File: src/logic/chp_cfg.svh
`ifndef CHP_CFG_SVH
`define CHP_CFG_SVH

// timing
`define CHP_MCLK_HZ 25000000
`define CHP_BIN_DLY_US 200
`define CHP_BIN_DLY_CYC ((`CHP_BIN_DLY_US) * ((`CHP_MCLK_HZ) / 1000000))

// sizes
`define CHP_NUM_BINS 9
`define CHP_NUM_EVT 5
`define CHP_ADDR_W 5

// register byte offsets
`define CHP_REG_CTRL 5'h00
`define CHP_REG_STATUS 5'h04
`define CHP_REG_RESULT 5'h08
`define CHP_REG_IRQ_STAT 5'h0c
`define CHP_REG_IRQ_MASK 5'h10
`define CHP_REG_COUNT 5'h14

// control fields
`define CHP_CTRL_AUX 0
`define CHP_CTRL_EXT_EN 1
`define CHP_CTRL_SW_TRIG 2
`define CHP_CTRL_RST 2'h2

// status fields
`define CHP_ST_BUSY 0
`define CHP_ST_CONV 1
`define CHP_ST_LOCKED 2
`define CHP_ST_TRIG_LVL 3

// result fields
`define CHP_RES_BIN_LSB 0
`define CHP_RES_BIN_MSB 3
`define CHP_RES_P_HI 4
`define CHP_RES_P_LO 5
`define CHP_RES_S_OVER 6

// event bits, shared by irq status and mask
`define CHP_EVT_TRIG 0
`define CHP_EVT_CONV 1
`define CHP_EVT_DONE 2
`define CHP_EVT_TRIG_IGN 3
`define CHP_EVT_KEY_REF 4
`define CHP_IRQ_MASK_RST 5'h00

`endif

File: src/logic/chp_pkg.sv
package chp_pkg;

    typedef enum logic [3:0] {
        ST_IDLE = 4'b0001,
        ST_CONV = 4'b0010,
        ST_MATH = 4'b0100,
        ST_HOLD = 4'b1000
    } chp_state_t;

    typedef logic [3:0] chp_bin_t;

endpackage

File: src/logic/chp_evt_irq.sv
`timescale 1ns/1ns
module chp_evt_irq #(
    parameter int N = 5
) (
    // clock and reset
    input wire logic mclk,
    input wire logic rst_n,
    // events and software access
    input wire logic [N-1:0] evt,
    input wire logic clr_we,
    input wire logic [N-1:0] clr_data,
    input wire logic [N-1:0] mask_q,
    // state
    output logic [N-1:0] status_q,
    output logic irq_q
);

    generate
        for (genvar i = 0; i < N; i++) begin : g_bit
            // a new event beats a clear in the same cycle
            always_ff @(posedge mclk) begin
                if (!rst_n) begin
                    status_q[i] <= 1'b0;
                end else if (evt[i]) begin
                    status_q[i] <= 1'b1;
                end else if (clr_we && clr_data[i]) begin
                    status_q[i] <= 1'b0;
                end
            end
        end
    endgenerate

    always_ff @(posedge mclk) begin
        if (!rst_n) begin
            irq_q <= 1'b0;
        end else begin
            irq_q <= |(status_q & mask_q);
        end
    end

endmodule

File: src/logic/chp_handler_port.sv
// Chosen here: the Avalon-MM interface to the registers and the address map.
`timescale 1ns/1ns
`include "chp_cfg.svh"
module chp_handler_port
    import chp_pkg::*;
#(
    parameter int BIN_DLY_CYC = `CHP_BIN_DLY_CYC,
    parameter int NUM_BINS = `CHP_NUM_BINS
) (
    // clock and reset
    input wire logic mclk,
    input wire logic rst_n,
    // avalon-mm slave
    input wire logic [`CHP_ADDR_W-1:0] avs_address,
    input wire logic avs_read,
    input wire logic avs_write,
    input wire logic [31:0] avs_writedata,
    output logic [31:0] avs_readdata,
    output logic avs_waitrequest,
    output logic irq,
    // measurement core
    output logic meas_start,
    input wire logic conv_done,
    input wire logic result_valid,
    input wire logic [3:0] result_bin,
    input wire logic result_p_hi,
    input wire logic result_p_lo,
    input wire logic result_s_over,
    // front panel keys
    input wire logic key_strobe,
    input wire logic [7:0] key_code,
    output logic key_strobe_out,
    output logic [7:0] key_code_out,
    // handler pins
    input wire logic ext_trigger_in,
    input wire logic keypad_lock_n,
    output logic [NUM_BINS-1:0] sort_bin_n,
    output logic secondary_over_fail_n,
    output logic primary_over_fail_n,
    output logic primary_upper_fail_n,
    output logic primary_lower_fail_n,
    output logic overall_fail_n,
    output logic conversion_busy_n,
    output logic measure_done_n
);

    generate
        if (BIN_DLY_CYC < 1 || BIN_DLY_CYC > 65535) begin : g_chk_dly
            $error("BIN_DLY_CYC must be 1..65535");
        end
        if (NUM_BINS < 1 || NUM_BINS > 15) begin : g_chk_bins
            $error("NUM_BINS must be 1..15");
        end
    endgenerate

    chp_state_t state_q;
    logic trig_prev_q;
    logic [1:0] ctrl_q;
    logic sw_trig_q;
    logic wait_q;
    logic [31:0] rdata_q;
    logic [`CHP_NUM_EVT-1:0] mask_q;
    logic [`CHP_NUM_EVT-1:0] irq_stat;
    logic irq_int;
    logic [15:0] dly_q;
    logic [15:0] meas_cnt_q;
    chp_bin_t res_bin_q;
    logic res_p_hi_q;
    logic res_p_lo_q;
    logic res_s_over_q;
    logic start_q;
    logic key_out_q;
    logic [7:0] key_code_q;
    logic [NUM_BINS-1:0] bin_n_q;
    logic s_over_n_q;
    logic p_over_n_q;
    logic p_hi_n_q;
    logic p_lo_n_q;
    logic ng_n_q;
    logic index_n_q;
    logic eom_n_q;

    logic trig_rise;
    logic trig_req;
    logic trig_take;
    logic latch;
    logic bus_wr;
    logic bus_rd;
    logic [`CHP_NUM_EVT-1:0] evt;

    assign trig_rise = ext_trigger_in && !trig_prev_q && ctrl_q[`CHP_CTRL_EXT_EN];
    assign trig_req = trig_rise || sw_trig_q;
    assign trig_take = trig_req && (state_q == ST_IDLE);
    assign latch = (state_q == ST_MATH) && result_valid;
    // the master holds the request until waitrequest low; writes act on that edge only, reads on the cycle before it
    assign bus_wr = avs_write && !wait_q;
    assign bus_rd = avs_read && wait_q;

    // ---------------- avalon slave, one wait state ----------------
    always_ff @(posedge mclk) begin
        if (!rst_n) begin
            wait_q <= 1'b1;
        end else if ((avs_read || avs_write) && wait_q) begin
            wait_q <= 1'b0;
        end else begin
            wait_q <= 1'b1;
        end
    end

    always_ff @(posedge mclk) begin
        if (!rst_n) begin
            rdata_q <= 32'h0;
        end else if (bus_rd) begin
            unique case (avs_address)
                `CHP_REG_CTRL: rdata_q <= {30'h0, ctrl_q};
                `CHP_REG_STATUS: rdata_q <= {28'h0, ext_trigger_in, !keypad_lock_n,
                                             state_q == ST_CONV, state_q != ST_IDLE};
                `CHP_REG_RESULT: rdata_q <= {25'h0, res_s_over_q, res_p_lo_q, res_p_hi_q,
                                             res_bin_q};
                `CHP_REG_IRQ_STAT: rdata_q <= {27'h0, irq_stat};
                `CHP_REG_IRQ_MASK: rdata_q <= {27'h0, mask_q};
                `CHP_REG_COUNT: rdata_q <= {16'h0, meas_cnt_q};
                default: rdata_q <= 32'h0;
            endcase
        end
    end

    always_ff @(posedge mclk) begin
        if (!rst_n) begin
            ctrl_q <= `CHP_CTRL_RST;
        end else if (bus_wr && avs_address == `CHP_REG_CTRL) begin
            ctrl_q <= avs_writedata[1:0];
        end
    end

    // software trigger is a write-one pulse, never stored
    always_ff @(posedge mclk) begin
        if (!rst_n) begin
            sw_trig_q <= 1'b0;
        end else begin
            sw_trig_q <= bus_wr && avs_address == `CHP_REG_CTRL
                         && avs_writedata[`CHP_CTRL_SW_TRIG];
        end
    end

    always_ff @(posedge mclk) begin
        if (!rst_n) begin
            mask_q <= `CHP_IRQ_MASK_RST;
        end else if (bus_wr && avs_address == `CHP_REG_IRQ_MASK) begin
            mask_q <= avs_writedata[`CHP_NUM_EVT-1:0];
        end
    end

    always_comb begin
        evt = '0;
        evt[`CHP_EVT_TRIG] = trig_take;
        evt[`CHP_EVT_CONV] = (state_q == ST_CONV) && conv_done;
        evt[`CHP_EVT_DONE] = (state_q == ST_HOLD) && (dly_q == 16'h1);
        evt[`CHP_EVT_TRIG_IGN] = trig_req && (state_q != ST_IDLE);
        evt[`CHP_EVT_KEY_REF] = key_strobe && !keypad_lock_n;
    end

    chp_evt_irq #(
        .N(`CHP_NUM_EVT)
    ) u_irq (
        .mclk(mclk),
        .rst_n(rst_n),
        .evt(evt),
        .clr_we(bus_wr && avs_address == `CHP_REG_IRQ_STAT),
        .clr_data(avs_writedata[`CHP_NUM_EVT-1:0]),
        .mask_q(mask_q),
        .status_q(irq_stat),
        .irq_q(irq_int)
    );

    // ---------------- measurement sequence ----------------
    always_ff @(posedge mclk) begin
        if (!rst_n) begin
            trig_prev_q <= 1'b0;
        end else begin
            trig_prev_q <= ext_trigger_in;
        end
    end

    always_ff @(posedge mclk) begin
        if (!rst_n) begin
            state_q <= ST_IDLE;
        end else begin
            unique case (state_q)
                ST_IDLE: if (trig_take) begin
                    state_q <= ST_CONV;
                end
                ST_CONV: if (conv_done) begin
                    state_q <= ST_MATH;
                end
                ST_MATH: if (result_valid) begin
                    state_q <= ST_HOLD;
                end
                ST_HOLD: if (dly_q == 16'h1) begin
                    state_q <= ST_IDLE;
                end
            endcase
        end
    end

    // results settle on the pins for the bin delay before done is released
    always_ff @(posedge mclk) begin
        if (!rst_n) begin
            dly_q <= 16'h0;
        end else if (latch) begin
            dly_q <= 16'(BIN_DLY_CYC);
        end else if (state_q == ST_HOLD && dly_q != 16'h0) begin
            dly_q <= dly_q - 16'h1;
        end
    end

    always_ff @(posedge mclk) begin
        if (!rst_n) begin
            start_q <= 1'b0;
        end else begin
            start_q <= trig_take;
        end
    end

    always_ff @(posedge mclk) begin
        if (!rst_n) begin
            meas_cnt_q <= 16'h0;
        end else if (trig_take) begin
            meas_cnt_q <= meas_cnt_q + 16'h1;
        end
    end

    always_ff @(posedge mclk) begin
        if (!rst_n) begin
            index_n_q <= 1'b1;
        end else if (trig_take) begin
            index_n_q <= 1'b0;
        end else if (state_q == ST_CONV && conv_done) begin
            index_n_q <= 1'b1;
        end
    end

    always_ff @(posedge mclk) begin
        if (!rst_n) begin
            eom_n_q <= 1'b1;
        end else if (trig_take) begin
            eom_n_q <= 1'b0;
        end else if (state_q == ST_HOLD && dly_q == 16'h1) begin
            eom_n_q <= 1'b1;
        end
    end

    // ---------------- result latch and pins ----------------
    always_ff @(posedge mclk) begin
        if (!rst_n) begin
            res_bin_q <= 4'h0;
            res_p_hi_q <= 1'b0;
            res_p_lo_q <= 1'b0;
            res_s_over_q <= 1'b0;
        end else if (latch) begin
            res_bin_q <= result_bin;
            res_p_hi_q <= result_p_hi;
            res_p_lo_q <= result_p_lo;
            res_s_over_q <= result_s_over;
        end
    end

    generate
        for (genvar i = 0; i < NUM_BINS; i++) begin : g_bin
            always_ff @(posedge mclk) begin
                if (!rst_n) begin
                    bin_n_q[i] <= 1'b1;
                end else if (latch) begin
                    bin_n_q[i] <= !(result_bin == 4'(i + 1));
                end
            end
        end
    endgenerate

    // aux off masks the secondary check, so the overall fail ignores it too
    always_ff @(posedge mclk) begin
        if (!rst_n) begin
            s_over_n_q <= 1'b1;
            p_hi_n_q <= 1'b1;
            p_lo_n_q <= 1'b1;
            p_over_n_q <= 1'b1;
            ng_n_q <= 1'b1;
        end else if (latch) begin
            s_over_n_q <= !(result_s_over && ctrl_q[`CHP_CTRL_AUX]);
            p_hi_n_q <= !result_p_hi;
            p_lo_n_q <= !result_p_lo;
            p_over_n_q <= !(result_p_hi || result_p_lo);
            ng_n_q <= !(result_p_hi || result_p_lo
                        || (result_s_over && ctrl_q[`CHP_CTRL_AUX]));
        end
    end

    // ---------------- keypad gate ----------------
    always_ff @(posedge mclk) begin
        if (!rst_n) begin
            key_out_q <= 1'b0;
            key_code_q <= 8'h0;
        end else begin
            key_out_q <= key_strobe && keypad_lock_n;
            if (key_strobe && keypad_lock_n) begin
                key_code_q <= key_code;
            end
        end
    end

    assign avs_readdata = rdata_q;
    assign avs_waitrequest = wait_q;
    assign irq = irq_int;
    assign meas_start = start_q;
    assign key_strobe_out = key_out_q;
    assign key_code_out = key_code_q;
    assign sort_bin_n = bin_n_q;
    assign secondary_over_fail_n = s_over_n_q;
    assign primary_over_fail_n = p_over_n_q;
    assign primary_upper_fail_n = p_hi_n_q;
    assign primary_lower_fail_n = p_lo_n_q;
    assign overall_fail_n = ng_n_q;
    assign conversion_busy_n = index_n_q;
    assign measure_done_n = eom_n_q;
endmodule

File: config.mk
export PLATFORM = sky130hd
export DESIGN_NAME = chp_handler_port
export DESIGN_NICKNAME = d
export VERILOG_FILES = /design/src/logic/chp_pkg.sv /design/src/logic/chp_evt_irq.sv /design/src/logic/chp_handler_port.sv
export VERILOG_INCLUDE_DIRS = /design/src /design/src/logic
export SDC_FILE = /design/constraint.sdc
export NUM_CORES = 1
export LEC_CHECK = 0
export BUFFER_PORTS_ARGS = -buffer_cell sky130_fd_sc_hd__buf_4
export CELL_PAD_IN_SITES_DETAIL_PLACEMENT = 1
export CELL_PAD_IN_SITES_GLOBAL_PLACEMENT = 1
export CORE_ASPECT_RATIO = 1.2
export CORE_MARGIN = 2
export CORE_UTILIZATION = 42
export DETAILED_ROUTE_END_ITERATION = 16
export GPL_TIMING_DRIVEN = 0
export PLACE_DENSITY = 0.95
export RECOVER_POWER = 50
export SYNTH_ARGS = -nofsm -noshare
export SYNTH_HDL_FRONTEND = slang
export SYNTH_SLANG_ARGS = --single-unit
File: constraint.sdc
create_clock -name mclk -period 4.53 [get_ports mclk]
set_input_delay 0.2265 -clock mclk [delete_from_list [all_inputs] [get_ports mclk]]
set_output_delay 0.2265 -clock mclk [all_outputs]
set_load 0.01 [all_outputs]
Word level (Yosys, flattened, before mapping)
Cells that the tools add are included.

word-level totals
  logic and storage cells = 147
  input port bits = 61
  register bits after elaboration = 117
  output and inout port bits = 60

operators by class
  mux-type cells = 23
  reductions and logical operators = 57
  $add $sub $neg = 2
  bitwise gates (word level) = 2
  eq/ne operators = 24

operator list
  kind                                                                     count
  16-bit case mux with 6 select lines                                      1
  13-bit two-way mux                                                       2
  1-bit logical AND                                                        23
  4-bit by 3-bit equality test with 1-bit output (second input constant)   5
  1-bit logical NOT                                                        17
  16-bit by 1-bit adder with 16-bit output (second input constant)         1
  16-bit by 1-bit equality test with 1-bit output (second input constant)  1
  4-bit two-way mux                                                        4
  4-bit case mux with 4 select lines                                       1
  16-bit nonzero test                                                      1
  2-bit nonzero test                                                       8
  16-bit by 1-bit subtractor with 16-bit output (second input constant)    1
  1-bit two-way mux                                                        15
  4-bit by 2-bit equality test with 1-bit output (second input constant)   3
  4-bit equality test (second input constant)                              3
  5-bit by 4-bit equality test with 1-bit output (second input constant)   2
  5-bit equality test (second input constant)                              2
  4-bit by 1-bit equality test with 1-bit output (second input constant)   2
  2-bit inequality test (second input constant)                            3
  5-bit bitwise AND                                                        1
  5-bit by 3-bit equality test with 1-bit output (second input constant)   1
  5-bit logical NOT                                                        1
  5-bit OR reduction                                                       1
  1-bit logical OR                                                         4
  other kinds (5)                                                          5

Longest topological paths before layout
Gate-level depths: netlist of run 1.

  depth after elaboration = 7
  gate-level depth with buffers = 9
  depth with buffers taken out = 6

By module
A second synthesis of run 1 with hierarchy kept.

unflattened totals
  cell total of the unflattened synthesis = 524
  area total of the unflattened synthesis = 4516.8 um^2

by module, submodules not included
  module            instances  cells an instance  sequential area each (um^2)  area an instance (um^2)
  chp_handler_port  1          505                1901.8                       4296.6
  chp_evt_irq       1          19                 120.1                        220.2

Worst setup path before layout of run 1
Ideal clock, no wire load.

  path kind = reg-to-reg
  start point = reg dly_q[0]
  end point = reg dly_q[9]
  buffers on the path = 3
  slack = 2741 ps
  period minus slack after synthesis = 1789 ps
  library setup time = 137 ps
  data arrival time = 1652 ps
  cell stages (with the launch flop) = 10
  data required time = 4393 ps
  cells stage by stage = dfxtp_1 > inv_1 > ha_1 > nor4b_1 > and4_1 > buf_2 > buf_2 > buf_4 > o31ai_1 > a31oi_1

between the ends
  word-level cells in the longest chain between the ends = 3
  elaborated cells between the ends (all ways) = 6
  those cells by class = add/sub: 1; mux: 2; reduce/logical: 3

ends and longest elaborated chain
  element                                                                                      RTL line                                          RTL
  start, declared                                                                              chp_handler_port.sv:65                            logic [15:0] dly_q;
  start signal, assigned                                                                       chp_handler_port.sv:211                           dly_q <= 16'(BIN_DLY_CYC);
  start signal, assigned                                                                       chp_handler_port.sv:213                           dly_q <= dly_q - 16'h1;
  16-bit by 1-bit subtractor with 16-bit output / 16-bit nonzero test (equally long branches)  chp_handler_port.sv:213, chp_handler_port.sv:212
  13-bit two-way mux / 1-bit logical AND (equally long branches)                               chp_handler_port.sv:212                           end else if (state_q == ST_HOLD && dly_q != 16'h0) begin
  13-bit two-way mux / 2-bit nonzero test (equally long branches)                              n/a

Several ways; a longest one is shown, not always the timed one. The select of a mux whose other input is x is not followed.
A chain may end at the register's enable or synchronous reset.

Worst setup path after layout of run 1
  start point = reg state_q[2]
  end point = reg meas_cnt_q[11]

between the ends
  word-level cells in the longest chain between the ends = 2

ends and longest elaborated chain
  element                                         RTL line                 RTL
  start, declared                                 chp_handler_port.sv:56   chp_state_t state_q;
  start signal, assigned                          chp_handler_port.sv:187  state_q <= ST_IDLE;
  start signal, assigned                          chp_handler_port.sv:191  state_q <= ST_CONV;
  start signal, assigned                          chp_handler_port.sv:194  state_q <= ST_MATH;
  4-bit by 1-bit equality test with 1-bit output  chp_handler_port.sv:93   assign trig_take = trig_req && (state_q == ST_IDLE);
  1-bit logical AND                               chp_handler_port.sv:93
  end signal, assigned                            chp_handler_port.sv:229  meas_cnt_q <= meas_cnt_q + 16'h1;
  end, declared                                   chp_handler_port.sv:66   logic [15:0] meas_cnt_q;

Every way passes these cells.

==> out/metrics.yaml, run 1 <==
pwr:
  leakagePower_uw: 0.00205
  irDropWorstVdd_mv: 0.209
  p_per_area_mw_per_mm2: 350
sta:
  grt_setup_unrepaired: "false"
  final.period_utilization_pct: 71.1
  final_setup_violation_count: 0
  worst_clock_skew_ns: 0.00980
  final_period_minus_worst_setup_slack_ns: 3.22
  drv_slew: 9
  tightest_slew_ns: 1.60
  max_slew_margin_pct: -7.83
  finalHoldViolCount: 0
  clock.fmax_mhz: 311
  timing.setup.tns_ns: 0
hold_path:
  hold_path_depth: 2
  hp-start: "avs_read"
  holdCritPathClass: "primary input to flip-flop"
  hold_end: "avs_waitrequest"
yosys:
  syn_area_sq_mm: 0.00460
  mean_area_per_synthesized_cell_sq_um: 8.72
  synth.yosys.seq_area_share_pct: 43.9
  synth-edff-count: 0
  synth_most_common_cell: "sky130_fd_sc_hd__dfxtp_1"
  most_common_library_cells_after_synthesis: "101 x sky130_fd_sc_hd__dfxtp_1, 53 x sky130_fd_sc_hd__a21oi_1, 47 x sky130_fd_sc_hd__nand2_1, 30 x sky130_fd_sc_hd__nor2_1, 27 x sky130_fd_sc_hd__o21ai_0"
  netlist.area_leader.share_pct: 43.9
  synth_cells: 528
  synth.area.top_cells: "sky130_fd_sc_hd__dfxtp_1 44%, sky130_fd_sc_hd__a21oi_1 5.8%, sky130_fd_sc_hd__nand2_1 3.8%"
  synth.lib_cells_used.distinct: 60
  post-synth-top-area-cell: "sky130_fd_sc_hd__dfxtp_1"
  synth-warning-count: 0
  synth_ff_type: "sky130_fd_sc_hd__dfxtp_1"
  async_reset_ff_share_pct: 0
  ys_ff_latch: 101
route:
  post_drt_wl_per_cell_microns: 20.5
  drt_via_density: 5.99
  route.antenna.remaining_nets: 0
  first_pass_iters: 5
  vias: 4550
  detail_route.wirelength_microns: 15500
  dr_wl_met2_microns: 7990
  wirelength_met1_microns: 6290
  drt-initial-drc-count: 198
  top_layer_used: "met4"
  route.met3.wl_microns: 746
  drcViolationCount: 0
layout:
  n_antenna_cell: 0
  post_route_cells_drive_above_1_share_pct: 13.0
  post-route-cell-area_sq_mm: 0.00551
  final.fill_count: 1301
  design.final.nets: 691
  layout-area-overhead-vs-synth_pct: 19.6
  layout.cells.non_filler: 760
die:
  design.die.area_sq_mm: 0.0118
  die-width_microns: 99.6
  io_pins: 121
  placeable_area_sq_mm: 0.0106
  std_cell_rows: 41
  die_h_microns: 119
  floorplan.initialDensity_pct: 43.4
critical_path:
  required_time_reported_for_the_critical_path_endpoint_ns: 4.81
  r2r_setup_slack_ns: 1.31
  endpoint_kind: "flip-flop"
  worstReg2RegEnd: "meas_cnt_q[11]"
  worstSetupStartpointType: "flip-flop"
  timing.critical_path.arrival_ns: 3.50
  timing.critical_path.fanout_max: 9
  worst-setup-path-type: "flip-flop to flip-flop"
  r2r_path_start: "state_q[2]"
  reg2reg_depth: 5
run_status:
  violations: "capacitance limit, slew limit"
  outcome: "complete, but fails checks"
clocking:
  cts_stage_hold_buffer_count: 0
  cts.root.buffer_cell: "sky130_fd_sc_hd__clkbuf_16"
  postCtsSetupRepairBufs: 0
  worst_skew_pair.late_latency_ns: 0.36
  worst_setup_hold_path_clk_slew_ns: 0.07
  cts_resized: 0
  cts_made_buffers: 9
  clock_sinks: 101
  cts-root-to-sink-buffers: 2
  htreeDepth: 3
  cts_tree: "done"
placed_design:
  postPlaceCellArea_sq_mm: 0.00536
  post-place-cells: 744
  weighted_congestion_reported_at_the_end_of_routability_driven_placement: 0.842
  hpwlAfterDp_microns: 11000
  port_buffers: 72
global_route:
  number_of_global_route_vias_before_repair: 4711
  overflow: 0
  grt_max_degree: 17
  grt_first_pass_wirelength_microns: 24500
  grt.total_usage_pct: 26.2
  grt_antenna_before_repair: 0
job:
  cap_violations: 1
worst max path at each step:
stage | depth (start not counted) | slack (ns) | startpoint | endpoint
after CTS | 9 | 2.33 | dly_q[0] | dly_q[12]
after detailed placement | 9 | 2.39 | dly_q[0] | dly_q[8]
after global routing | 5 | 1.12 | state_q[2] | meas_cnt_q[11]
after global placement | 9 | 2.55 | dly_q[0] | dly_q[12]
final | 5 | 1.31 | state_q[2] | meas_cnt_q[11]
after floorplan | 9 | 2.74 | dly_q[0] | dly_q[9]
registers in the layout, summed over array words and instances, names as in the netlist, 2 cells and up:
name	count
avs_readdata	16
state_q	4
meas_cnt_q	16
key_code_out	8
sort_bin_n	9
dly_q	16
mask_q	5
u_irq.status_q	5
res_bin_q	4
ctrl_q	2
placed cells by master, fill, tap and decap left out, types with 6 or more instances in the layout:
master	Yosys	routed
sky130_fd_sc_hd__dfxtp_1	101	101
sky130_fd_sc_hd__or4_1	9	9
sky130_fd_sc_hd__nand2_1	47	47
sky130_fd_sc_hd__conb_1	1	16
sky130_fd_sc_hd__nor3_1	12	12
sky130_fd_sc_hd__clkbuf_1	20	69
sky130_fd_sc_hd__o21ai_0	27	27
sky130_fd_sc_hd__nand3_1	25	25
sky130_fd_sc_hd__a22oi_1	14	14
sky130_fd_sc_hd__inv_1	20	20
sky130_fd_sc_hd__a31oi_1	15	15
sky130_fd_sc_hd__or3_1	15	15
sky130_fd_sc_hd__mux2_2	6	6
sky130_fd_sc_hd__o31ai_1	7	7
sky130_fd_sc_hd__nor2_1	30	30
sky130_fd_sc_hd__buf_4	18	46
sky130_fd_sc_hd__clkbuf_16	0	9
sky130_fd_sc_hd__nand2b_1	6	6
sky130_fd_sc_hd__a21oi_1	53	53
critical path, stage by stage (launching register included):
cell	delay, ns
sky130_fd_sc_hd__dfxtp_1	0.30
sky130_fd_sc_hd__buf_2	0.17
sky130_fd_sc_hd__nor4b_1	1.31
sky130_fd_sc_hd__o2111ai_1	0.66
sky130_fd_sc_hd__or3_1	0.52
sky130_fd_sc_hd__a21oi_1	0.18
where the power goes:
| group | internal [uW] | switching, uW | total (uW) |
|---|---|---|---|
| Combinational | 59.6 | 103 | 162 |
| Clock | 501 | 355 | 856 |
| Sequential | 901 | 10.5 | 912 |
| Total | 1460 | 469 | 1930 |
logic make-up after synthesis:
logic type      after synthesis  share of synthesized area [%]
mux                          12                           3.32
buf+inv                      68                           7.42
xor+xnor                      7                           1.33
other cells                   1                         0.0814
fa+ha+maj                     4                           1.09
compound gates              145                           19.4
simple gates                190                           23.4
flops                       101                           43.9
area by class of cell:
| cell class | instances | area, sq um | share of cell area, % |
|---|---|---|---|
| Clock buffer | 11 | 243 | 4.41 |
| Multi-Input combinational cell | 374 | 2280 | 41.4 |
| Clock inverter | 5 | 83.8 | 1.52 |
| Buffer | 48 | 267 | 4.84 |
| Timing Repair Buffer | 72 | 375 | 6.81 |
| Inverter | 20 | 75.1 | 1.36 |
| Sequential cell | 101 | 2020 | 36.7 |
| Tap cell | 129 | 161 | 2.93 |
metrics by stage:
step | power (uW) | worst slack, ns | hold WS (ns) | utilization, %
4_1_cts | 1940 | 2.33 | 0.101 | 53.6
6_report | 1930 | 1.31 | 0.0998 | 51.9
5_1_grt | 1990 | 1.12 | 0.107 | 51.9
2_1_floorplan | 1030 | 2.74 | 0.342 | -
3_3_place_gp | 1090 | 2.55 | 0.446 | 50.5
3_5_place_dp | 1100 | 2.39 | 0.458 | 50.5
metal layers:
metal | vias to the layer above | GRT usage [%]
met5 | - | 0
met4 | 0 | 11.0
met3 | 46 | 5.38
met2 | 139 | 46.8
met1 | 2271 | 29.8
li1 | 2094 | -
Power figures use the tool's default switching activity.
==> inputs of run 2 (changes only) <==
--- a/config.mk
+++ b/config.mk
@@ -11,10 +11,10 @@
 export CELL_PAD_IN_SITES_GLOBAL_PLACEMENT = 1
 export CORE_ASPECT_RATIO = 1.2
 export CORE_MARGIN = 2
-export CORE_UTILIZATION = 42
+export CORE_UTILIZATION = 39
 export DETAILED_ROUTE_END_ITERATION = 16
 export GPL_TIMING_DRIVEN = 0
-export PLACE_DENSITY = 0.95
+export PLACE_DENSITY = 0.91
 export RECOVER_POWER = 50
 export SYNTH_ARGS = -nofsm -noshare
 export SYNTH_HDL_FRONTEND = slang
==> constraint.sdc (replaced) <==
create_clock -name mclk -period 3.03 [get_ports mclk]
set_input_delay 0.1515 -clock mclk [delete_from_list [all_inputs] [get_ports mclk]]
set_output_delay 0.1515 -clock mclk [all_outputs]
set_load 0.01 [all_outputs]
==> run 2 against run 1 <==
Against the previous run:
- the flow now finishes without violations
- sequential cell count unchanged
- via count down 1.8%
- non-clock buffer count stayed put
- worst setup slack lost 0.58 ns
- cell count up 3.7%
- critical endpoint is now meas_cnt_q[5]
==> out/metrics.yaml, run 2 (synthesized netlist as in run 1, its figures left out) <==
placed_design:
  port_buffers: 72  # unchanged
  hpwlAfterDp_microns: 10800  # -1.9%
  weighted_congestion_reported_at_the_end_of_routability_driven_placement: 0.870  # +3.4%
  post-place-cells: 772  # +3.8%
pwr:
  irDropWorstVdd_mv: 0.237  # +13%
  p_per_area_mw_per_mm2: 505  # +44%
  leakagePower_uw: 0.00205  # +0.18%
clocking:
  cts.root.buffer_cell: "sky130_fd_sc_hd__clkbuf_16"
  worst_setup_hold_path_clk_slew_ns: 0.07  # about the same
  cts_stage_hold_buffer_count: 0  # unchanged
  cts_resized: 0  # unchanged
  clock_sinks: 101  # unchanged
  htreeDepth: 3  # unchanged
  cts_tree: "done"
  worst_skew_pair.late_latency_ns: 0.37  # about the same
  cts_made_buffers: 9  # unchanged
  postCtsSetupRepairBufs: 0  # unchanged
  cts-root-to-sink-buffers: 2  # unchanged
layout:
  final_common_cell: "sky130_fd_sc_hd__dfxtp_1"
  final.fill_count: 1449  # +11%
  final_cell_mix: "101 x sky130_fd_sc_hd__dfxtp_1, 69 x sky130_fd_sc_hd__clkbuf_1, 53 x sky130_fd_sc_hd__a21oi_1, 47 x sky130_fd_sc_hd__nand2_1, 46 x sky130_fd_sc_hd__buf_4"
  post_route_cells_drive_above_1_share_pct: 13.2  # +0.16 points
  design.final.nets: 691  # unchanged
  layout.cells.non_filler: 788  # +3.7%
  n_antenna_cell: 0  # unchanged
  layout-area-overhead-vs-synth_pct: 20.1
route:
  drt-initial-drc-count: 213  # +7.6%
  first_pass_iters: 5  # unchanged
  post_drt_wl_per_cell_microns: 18.8  # -8.0%
  vias: 4466  # -1.8%
  drcViolationCount: 0  # unchanged
  drt_via_density: 5.67  # -5.3%
  route.antenna.remaining_nets: 0  # unchanged
  detail_route.wirelength_microns: 14800  # -4.6%
sta:
  timing.setup.tns_ns: 0  # unchanged
  final_setup_violation_count: 0  # unchanged
  tightest_slew_ns: 0.982  # -0.613 ns
  final.period_utilization_pct: 75.8  # +4.7 points
  grt_setup_unrepaired: "false"
  finalHoldViolCount: 0  # unchanged
  final_period_minus_worst_setup_slack_ns: 2.30  # -0.925 ns
  drv_slew: 0  # -9
  max_slew_margin_pct: 33.8  # +42 points
  worst_clock_skew_ns: 0.0117  # +0.00187 ns
  clock.fmax_mhz: 436  # +40%
critical_path:
  endpoint_kind: "flip-flop"
  required_time_reported_for_the_critical_path_endpoint_ns: 3.32  # -1.49 ns
  worstSetupStartpointType: "flip-flop"
  timing.critical_path.arrival_ns: 2.59  # -0.91 ns
  timing.critical_path.fanout_max: 8  # -1
  r2r_setup_slack_ns: 0.73  # -0.58 ns
  r2r_path_start: "state_q[2]"
  worst-setup-path-type: "flip-flop to flip-flop"
  worstReg2RegEnd: "meas_cnt_q[5]"
  reg2reg_depth: 5  # unchanged
run_status:
  outcome: "complete, no violations"
job:
  cap_violations: 0  # -1
hold_path:
  hold_path_depth: 2  # unchanged
  holdCritPathClass: "primary input to flip-flop"
  hold_end: "avs_waitrequest"
  hp-start: "avs_read"
die:
  design.die.area_sq_mm: 0.0127  # +7.4%
  io_pins: 121  # unchanged
  floorplan.initialDensity_pct: 40.0  # -3.4 points
  std_cell_rows: 43  # +4.9%
  placeable_area_sq_mm: 0.0115  # +8.4%
  die_h_microns: 123  # +3.6%
  die-width_microns: 103  # +3.6%
global_route:
  grt_first_pass_wirelength_microns: 23400  # -4.6%
  grt.total_usage_pct: 23.9  # -2.2 points
  grt_max_degree: 18  # +1
  overflow: 0  # unchanged
  grt_antenna_before_repair: 0  # unchanged
  number_of_global_route_vias_before_repair: 4545  # -3.5%
-- run 2: critical path, cell delays in order, from the launching register on --
cell and delay (ns):
sky130_fd_sc_hd__dfxtp_1 0.30, sky130_fd_sc_hd__clkbuf_1 0.22, sky130_fd_sc_hd__nor4b_4 0.56, sky130_fd_sc_hd__o21ai_0 0.51
sky130_fd_sc_hd__or3_1 0.48, sky130_fd_sc_hd__a21oi_1 0.15
-- run 2: worst max path at each step --
stage / from / endpoint / slack, ns / cells after the start
after floorplan: dly_q[0] / dly_q[9] / 1.24 / 9
after global placement: dly_q[0] / dly_q[12] / 1.05 / 9
after detailed placement: dly_q[7] / dly_q[12] / 0.94 / 7
after global routing: state_q[2] / sort_bin_n[3] / 0.47 / 6
after CTS: dly_q[7] / dly_q[12] / 0.86 / 7
final: state_q[2] / meas_cnt_q[5] / 0.73 / 5
-- run 2: metal layers --
metal / up-vias / GRT usage (%) / wire (microns)
met5: - / 0 / 0
met4: 0 / 9.62 / 424
met3: 35 / 4.69 / 678
met2: 133 / 43.0 / 7780
met1: 2204 / 27.5 / 5950
li1: 2094 / - / -
-- run 2: through the flow --
stage / hold WS [ns] / power [uW] / area [sq um] / worst slack, ns / util (%)
finish: 0.0174 / 2790 / 5530 / 0.735 / 48.0
global route: 0.0185 / 2870 / 5530 / 0.466 / 48.0
CTS: 0.0143 / 2810 / 5700 / 0.862 / 49.5
detailed placement: 0.390 / 1630 / 5400 / 0.936 / 46.9
global placement: 0.377 / 1620 / 5400 / 1.05 / 46.9
floorplan: 0.267 / 1530 / 4660 / 1.24 / -
-- run 2: final cells by class --
type	count	area (sq um)	share of cell area, %
Inverter	20	75.1	1.36
Tap cell	157	196	3.55
Multi-Input combinational cell	374	2300	41.5
Clock inverter	7	75.1	1.36
Clock buffer	9	225	4.07
Sequential cell	101	2020	36.6
Timing Repair Buffer	72	375	6.79
Buffer	48	265	4.80
-- run 2: report_power, final --
part	internal (uW)	switching, uW	total [uW]
clock network	645	547	1190
logic	91.5	149	241
registers	1350	15.0	1360
